==> src/rtl/vector_map_pkg.sv <==
// Purpose: Constants for the reset and interrupt vector mapper.
// Assumes: Program-memory word addresses of 16 bits.
// Notes: Vector numbers count from one, reset being vector one.
package vector_map_pkg;
   localparam int ADDR_W = 16;
   localparam int NUM_SRC = 34;
   localparam int VEC_W = 6;
   localparam logic [15:0] RESET_ADDR = 16'h0000;
   localparam logic [15:0] TABLE_BASE = 16'h0002;
   localparam logic [15:0] VEC_STRIDE = 16'h0002;
   localparam logic [15:0] LEGACY_LO = 16'h0030;
   localparam logic [15:0] LEGACY_HI = 16'h0044;
   localparam logic [5:0] RESET_VEC = 6'h01;
   localparam logic [5:0] FIRST_IRQ_VEC = 6'h02;
   localparam logic FUSE_PROGRAMMED = 1'b0;
   localparam logic [15:0] BOOT_ADDR_DEFAULT = 16'hf000;
endpackage : vector_map_pkg

==> src/rtl/vector_req_if.sv <==
// Purpose: Carries the priority pick between the encoder and the mapper.
// Assumes: One clock domain.
// Notes: Index counts interrupt sources from zero.
`timescale 1ns/1ps
`default_nettype none
interface vector_req_if;
   logic any;
   logic [5:0] index;
   modport enc (output any, output index);
   modport use_side (input any, input index);
endinterface : vector_req_if
`default_nettype wire

==> src/rtl/irq_priority_enc.sv <==
// Purpose: Picks the lowest-numbered pending interrupt source.
// Assumes: Requests are already gated by their enables.
// Notes: Purely combinational.
`timescale 1ns/1ps
`default_nettype none
module irq_priority_enc #(
   parameter int N = 34
) (
   input wire logic [N-1:0] req,
   vector_req_if.enc pick
);
   if (N < 1 || N > 63) begin : g_bad_n
      $error("irq_priority_enc: N out of range");
   end
   always_comb begin
      pick.any = 1'b0;
      pick.index = 6'h00;
      for (int i = N - 1; i >= 0; i--) begin
         if (req[i]) begin
            pick.any = 1'b1;
            pick.index = 6'(i);
         end
      end
   end
endmodule : irq_priority_enc
`default_nettype wire

==> src/rtl/reset_irq_vector_mapper.sv <==
// Purpose: Maps reset and interrupt sources to program-memory vectors.
// Assumes: Fuses are static after reset; requests come from core logic.
// Notes: Outputs are registered, so a pick appears one cycle later.
`timescale 1ns/1ps
`default_nettype none
module reset_irq_vector_mapper #(
   parameter int NUM_SRC = vector_map_pkg::NUM_SRC
) (
   input wire logic clk,
   input wire logic rst,
   input wire logic boot_reset_fuse,
   input wire logic vector_table_boot_select,
   input wire logic legacy_mode,
   input wire logic [15:0] boot_reset_addr,
   input wire logic reset_fetch_req,
   input wire logic [NUM_SRC-1:0] irq_pending,
   output logic vec_valid,
   output logic vec_is_reset,
   output logic [5:0] vec_number,
   output logic [15:0] vec_addr
);
   if (NUM_SRC != vector_map_pkg::NUM_SRC) begin : g_bad_count
      $error("reset_irq_vector_mapper: source count fixed by table");
   end

   logic [NUM_SRC-1:0] req_gated;
   logic vec_valid_q, vec_valid_d;
   logic vec_is_reset_q, vec_is_reset_d;
   logic [5:0] vec_number_q, vec_number_d;
   logic [15:0] vec_addr_q, vec_addr_d;
   logic [15:0] reset_target;
   logic [15:0] table_start;
   vector_req_if pick ();

   // Source index i maps to address 0x0002 + 2i; indices 0..7 are the
   // external lines, 8..15 timers, 16..22 serial and analog, 23..33 upper.
   always_comb begin
      for (int i = 0; i < NUM_SRC; i++) begin
         // Upper vectors are masked before arbitration in legacy mode.
         if (legacy_mode && (vector_map_pkg::TABLE_BASE
               + 16'(i) * vector_map_pkg::VEC_STRIDE)
               >= vector_map_pkg::LEGACY_LO) begin
            req_gated[i] = 1'b0;
         end else begin
            req_gated[i] = irq_pending[i];
         end
      end
   end

   irq_priority_enc #(.N(NUM_SRC)) u_enc (
      .req(req_gated),
      .pick(pick)
   );

   always_comb begin
      if (boot_reset_fuse == vector_map_pkg::FUSE_PROGRAMMED) begin
         reset_target = boot_reset_addr;
      end else begin
         reset_target = vector_map_pkg::RESET_ADDR;
      end
      if (vector_table_boot_select) begin
         table_start = boot_reset_addr + vector_map_pkg::TABLE_BASE;
      end else begin
         table_start = vector_map_pkg::TABLE_BASE;
      end
   end

   always_comb begin
      vec_valid_d = 1'b0;
      vec_is_reset_d = 1'b0;
      vec_number_d = 6'h00;
      vec_addr_d = 16'h0000;
      if (rst || reset_fetch_req) begin
         vec_valid_d = 1'b1;
         vec_is_reset_d = 1'b1;
         vec_number_d = vector_map_pkg::RESET_VEC;
         vec_addr_d = reset_target;
      end else if (pick.any) begin
         vec_valid_d = 1'b1;
         vec_number_d = vector_map_pkg::FIRST_IRQ_VEC + pick.index;
         vec_addr_d = table_start
            + 16'({10'h000, pick.index} * vector_map_pkg::VEC_STRIDE);
      end
   end

   always_ff @(posedge clk) begin
      vec_valid_q <= vec_valid_d;
      vec_is_reset_q <= vec_is_reset_d;
      vec_number_q <= vec_number_d;
      vec_addr_q <= vec_addr_d;
   end

   assign vec_valid = vec_valid_q;
   assign vec_is_reset = vec_is_reset_q;
   assign vec_number = vec_number_q;
   assign vec_addr = vec_addr_q;

   // Each check looks one cycle after its inputs, matching the output flops.
   a_reset_vector_addr: assert property (
      @(posedge clk) disable iff (rst)
      (reset_fetch_req && boot_reset_fuse) |=> (vec_addr == 16'h0000
      && vec_number == 6'h01 && vec_is_reset))
      else $error("reset vector not at zero");
   a_reset_during: assert property (
      @(posedge clk)
      rst |=> (vec_valid && vec_is_reset && vec_number == 6'h01))
      else $error("reset vector missing during reset");
   a_reset_wins: assert property (
      @(posedge clk) disable iff (rst)
      reset_fetch_req |=> (vec_valid && vec_is_reset
      && vec_number == 6'h01))
      else $error("request beat the reset vector");
   a_ext_irq_map: assert property (
      @(posedge clk) disable iff (rst)
      (!reset_fetch_req && irq_pending[0] && !vector_table_boot_select)
      |=> (vec_addr == 16'h0002 && vec_number == 6'h02))
      else $error("line zero vector wrong");
   a_ext_last: assert property (
      @(posedge clk) disable iff (rst)
      (!reset_fetch_req && irq_pending[7:0] == 8'h80
      && !vector_table_boot_select)
      |=> (vec_addr == 16'h0010 && vec_number == 6'd9))
      else $error("line seven vector wrong");
   a_addr_stride: assert property (
      @(posedge clk) disable iff (rst)
      (!reset_fetch_req && !vector_table_boot_select) |=> (!vec_valid
      || vec_addr == ({10'h000, vec_number} << 1) - 16'h0002))
      else $error("vector address off its two-word stride");
   a_timer_first: assert property (
      @(posedge clk) disable iff (rst)
      (!reset_fetch_req && irq_pending[8:0] == 9'h100
      && !vector_table_boot_select)
      |=> (vec_addr == 16'h0012 && vec_number == 6'd10))
      else $error("first timer vector wrong");
   a_timer_map: assert property (
      @(posedge clk) disable iff (rst)
      (!reset_fetch_req && irq_pending[15:0] == 16'h8000
      && !vector_table_boot_select)
      |=> (vec_addr == 16'h0020 && vec_number == 6'd17))
      else $error("timer vector wrong");
   a_spi_first: assert property (
      @(posedge clk) disable iff (rst)
      (!reset_fetch_req && irq_pending[16:0] == 17'h10000
      && !vector_table_boot_select)
      |=> (vec_addr == 16'h0022 && vec_number == 6'd18))
      else $error("transfer done vector wrong");
   a_comp_map: assert property (
      @(posedge clk) disable iff (rst)
      (!reset_fetch_req && irq_pending[22:0] == 23'h400000
      && !vector_table_boot_select)
      |=> (vec_addr == 16'h002e && vec_number == 6'd24))
      else $error("comparator vector wrong");
   a_upper_first: assert property (
      @(posedge clk) disable iff (rst)
      (!reset_fetch_req && irq_pending[23:0] == 24'h800000 && !legacy_mode
      && !vector_table_boot_select)
      |=> (vec_addr == 16'h0030 && vec_number == 6'd25))
      else $error("first upper vector wrong");
   a_store_map: assert property (
      @(posedge clk) disable iff (rst)
      (!reset_fetch_req && irq_pending == 34'h200000000 && !legacy_mode
      && !vector_table_boot_select)
      |=> (vec_addr == 16'h0044 && vec_number == 6'd35))
      else $error("store vector wrong");
   a_boot_reset: assert property (
      @(posedge clk) disable iff (rst)
      (reset_fetch_req && !boot_reset_fuse)
      |=> (vec_addr == $past(boot_reset_addr)))
      else $error("boot reset address not used");
   a_table_moved: assert property (
      @(posedge clk) disable iff (rst)
      (!reset_fetch_req && irq_pending[0] && vector_table_boot_select)
      |=> (vec_addr == $past(boot_reset_addr) + 16'h0002))
      else $error("table not moved to boot");
   a_table_last: assert property (
      @(posedge clk) disable iff (rst)
      (!reset_fetch_req && irq_pending == 34'h200000000 && !legacy_mode
      && vector_table_boot_select)
      |=> (vec_addr == $past(boot_reset_addr) + 16'h0044))
      else $error("moved store vector wrong");
   a_legacy_gap: assert property (
      @(posedge clk) disable iff (rst)
      (legacy_mode && !reset_fetch_req) |=>
      !(vec_valid && vec_number >= 6'd25))
      else $error("legacy vector fetched");
   a_legacy_first: assert property (
      @(posedge clk) disable iff (rst)
      (legacy_mode && !reset_fetch_req
      && irq_pending == 34'h000800000) |=> !vec_valid)
      else $error("masked source fetched in legacy mode");
   a_legacy_keeps: assert property (
      @(posedge clk) disable iff (rst)
      (legacy_mode && !reset_fetch_req && irq_pending[22:0] != 23'h000000)
      |=> (vec_valid && vec_number <= 6'd24))
      else $error("legacy mode lost a lower vector");
   a_boot_both: assert property (
      @(posedge clk) disable iff (rst)
      (reset_fetch_req && !boot_reset_fuse && vector_table_boot_select)
      |=> (vec_addr == $past(boot_reset_addr) && vec_number == 6'h01))
      else $error("reset moved by the select bit");
   a_fuse_polarity: assert property (
      @(posedge clk) disable iff (rst)
      (reset_fetch_req && boot_reset_fuse && boot_reset_addr != 16'h0000)
      |=> (vec_addr != $past(boot_reset_addr)))
      else $error("unprogrammed fuse used the boot address");
   a_idle_quiet: assert property (
      @(posedge clk) disable iff (rst)
      (!reset_fetch_req && irq_pending == '0) |=> !vec_valid)
      else $error("vector fetched while idle");
   a_lowest_wins: assert property (
      @(posedge clk) disable iff (rst)
      (!reset_fetch_req && irq_pending[0] && irq_pending[1])
      |=> vec_number == 6'h02)
      else $error("priority order wrong");
endmodule : reset_irq_vector_mapper
`default_nettype wire

==> config.mk <==
export PLATFORM = sky130hd
export DESIGN_NAME = reset_irq_vector_mapper
export DESIGN_NICKNAME = d
export VERILOG_FILES = /design/src/rtl/vector_map_pkg.sv /design/src/rtl/vector_req_if.sv /design/src/rtl/irq_priority_enc.sv /design/src/rtl/reset_irq_vector_mapper.sv
export SDC_FILE = /design/constraint.sdc
export NUM_CORES = 1
export LEC_CHECK = 0
export ABC_CLOCK_PERIOD_IN_PS = 4190
export BUFFER_PORTS_ARGS = -buffer_cell sky130_fd_sc_hd__buf_2
export CAP_MARGIN = 40
export CORE_ASPECT_RATIO = 0.7
export CORE_MARGIN = 2
export CORE_UTILIZATION = 38
export CTS_CLUSTER_SIZE = 8
export DETAILED_ROUTE_END_ITERATION = 12
export GPL_TIMING_DRIVEN = 0
export PLACE_DENSITY = 0.66
export SYNTH_ARGS = -nofsm -noshare
export SYNTH_HDL_FRONTEND = slang
export SYNTH_SLANG_ARGS = --single-unit
==> constraint.sdc <==
create_clock -name clk -period 4.19 [get_ports clk]
set_clock_uncertainty 0.1 [all_clocks]
set_input_delay 0.419 -clock clk [delete_from_list [all_inputs] [get_ports clk]]
set_output_delay 0.419 -clock clk [all_outputs]
set_load 0.01 [all_outputs]
==> flow_metrics.py <==
metrics = {
    "global_routing": {
        "grt_remaining_overflow": 0,
        "grt_pass1_vias": 1994,
        "grtUsageTotal_pct": 20.4,
        "grt_pass1_wl_um": 9290,
        "antenna_found_initial": 0,
        "grt_start_max_net_pins": 15,
    },
    "timing": {
        "tightestPinTransition_ns": 0.573,
        "slew_viol_final": 0,
        "hold_viol": 0,
        "period_minus_slack_ns": 3.43,
        "rsz0062_at_grt": "no",
        "tns_ns": 0,
        "fin_hold_ws_ns": 0.268,
        "period_share_pct": 81.9,
        "slew_headroom_pct": 61.5,
        "fmax_mhz": 291,
        "setup_viol": 0,
    },
    "logic_synthesis": {
        "ys.flop_type": "dfxtp_1",
        "netlist_top_cells_count": "nor2_1 (28), nand2_1 (26), dfxtp_1 (24)",
        "ys_types": 58,
        "ys_ff_latch": 24,
        "yosys.area.top_type": "dfxtp_1",
        "synthCells": 260,
        "syn_nets": 325,
        "syn_area_per_cell_sq_um": 7.50,
        "ys_seq_area_share_pct": 24.6,
        "yosys.cell_count.top_type": "nor2_1",
        "synth_top_area_share_pct": 24.6,
        "synth_edf_count": 0,
        "syn_area_sq_um": 1950,
        "synth_area_leaders": "dfxtp_1 (25%), o21ai_0 (5.6%), nor2_1 (5.4%)",
        "synthArstFlopShare_pct": 0,
        "yosys_warnings": 0,
    },
    "job": {
        "drv_cap": 0,
    },
    "worst_setup_path": {
        "critPathLaunchType": "primary input",
        "critPathMaxFanout": 3,
        "crit_arrival_ns": 3.50,
        "crit_required_ns": 4.25,
        "end_kind": "flip-flop",
        "crit_type": "in2reg",
    },
    "clock_network": {
        "cts_num_sinks": 24,
        "cts_tree": "built",
        "cts_buffers": 3,
        "postCtsHoldBufs": 0,
        "ctsResizeCount": 0,
        "root_buffer": "clkbuf_8",
        "post_cts_buffers": 0,
        "clock_path_buffers": 2,
        "h-tree-depth": 1,
        "clk_pin_slew_ns": 0.10,
    },
    "die": {
        "die-area_sq_um": 5730,
        "fp.coreArea_sq_um": 4860,
        "ios": 80,
        "die_w_um": 89.6,
        "start_util_pct": 40.1,
        "die_h_um": 63.9,
        "num_rows": 21,
    },
    "power_and_ir_drop": {
        "ir_worst_vdd_mv": 0.183,
        "p_leak_uw": 0.00110,
        "total_power_uw": 611,
        "p_per_area_nw_per_um2": 245,
    },
    "route": {
        "ant_nets": 0,
        "drc": 0,
        "wl_um": 5580,
        "drtPass1Iterations": 4,
        "first_iter_violations": 138,
        "viasPerCell": 5.27,
        "wl_per_cell_um": 13.6,
        "routed-via-count": 2166,
    },
    "finish": {
        "num-nets-final": 408,
        "design_area_sq_um": 2500,
        "syn2layout_area_growth_pct": 28.1,
        "antenna_cells": 0,
        "final_cells": 411,
        "drive_above_1_share_pct": 28.9,
    },
    "place": {
        "hpwl_um": 4530,
        "numPortBuffers": 78,
        "gp_congestion": 0.896,
        "placed_cells": 407,
        "placed_cell_area_sq_um": 2430,
    },
    "min_path": {
        "hp-class": "in2reg",
    },
    "status": {
        "outcome": "complete, no violations",
    },
}
final timing paths:
kind	slack (ns)	cells after the start	startpoint	endpoint
worst max-delay path	0.76	17	irq_pending[32]	vec_addr[9]$_DFF_P_
worst min-delay path	0.27	3	boot_reset_addr[15]	vec_addr[15]$_DFF_P_
stage by stage:
| step | setup WS (ns) | utilization, % |
|---|---|---|
| finish | 0.758 | 51.4 |
| global placement | 0.576 | 49.9 |
| CTS | 0.841 | 51.4 |
| detailed placement | 0.592 | 49.9 |
| floorplan | 1.21 | - |
| global route | 0.622 | 51.4 |
power breakdown:
part	switching [uW]	leakage, uW	internal, uW	total, uW
sequential	2.79	0.000199	242	245
clock	83.5	0.0000357	128	211
combinational	90.1	0.000862	64.7	155
worst max-delay path, stage by stage:
cell      delay (ns)
buf_2           0.10
nor2b_1         0.14
o21bai_1        0.08
a21oi_1         0.13
o21ai_0         0.09
a311oi_1        0.43
o21a_1          0.23
ha_1            0.19
inv_1           0.06
fa_1            0.40
nor2b_1         0.13
o21ai_0         0.11
a21oi_1         0.28
o211a_1         0.24
a21oi_2         0.05
xnor2_1         0.12
a32o_1          0.27
registers in the layout, summed over array words and instances (netlist names):
register / count
vec_number: 6
vec_addr: 16
vec_valid: 1
vec_is_reset: 1
cells by family after synthesis:
logic type	after synthesis	share of synthesized area, %
compound gates	71	24.3
fa+ha+maj	9	6.16
flops	24	24.6
xor+xnor	20	8.98
simple gates	115	31.3
buf+inv	21	4.62
layer usage:
layer / vias to the layer above / part of all wire (%) / wire length, um / global-route usage, %
li1: 1106 / - / - / -
met1: 969 / 51 / 2840 / 31.9
met2: 79 / 40 / 2220 / 28.6
met3: 12 / 8.0 / 446 / 3.62
met4: 0 / 1.4 / 80 / 4.66
met5: - / 0 / 0 / 0
final cells by class:
cell class | instances | area [sq um]
repair buffers | 78 | 390
well taps | 69 | 86.3
fillers | 482 | 2360
inverters | 15 | 56.3
flip-flops and latches | 24 | 480
clock inverters | 1 | 30.0
multi-input cells | 215 | 1380
clock buffers | 3 | 41.3
plain buffers | 6 | 33.8
cells in the final DEF, fill, tap and decap left out, types with 3 or more instances in the layout:
cell type  synthesis  layout
buf_2              3      81
nor2_1            28      28
nand2_1           26      26
dfxtp_1           24      24
o21ai_0           22      22
inv_1             15      15
a21oi_1           13      13
nor4_1            11      11
xor2_1            11      11
nand3_1            9       9
xnor2_1            9       9
ha_1               8       8
and2_1             7       7
nor3_1             5       5
o31ai_1            5       5
nor2b_1            5       5
nand4_1            4       4
or4_1              4       4
o21a_1             3       3
or3_1              3       3
nand2b_1           3       3
a21boi_1           3       3
clkbuf_8           0       3
Note: power is estimated with default switching activity, not from simulation.
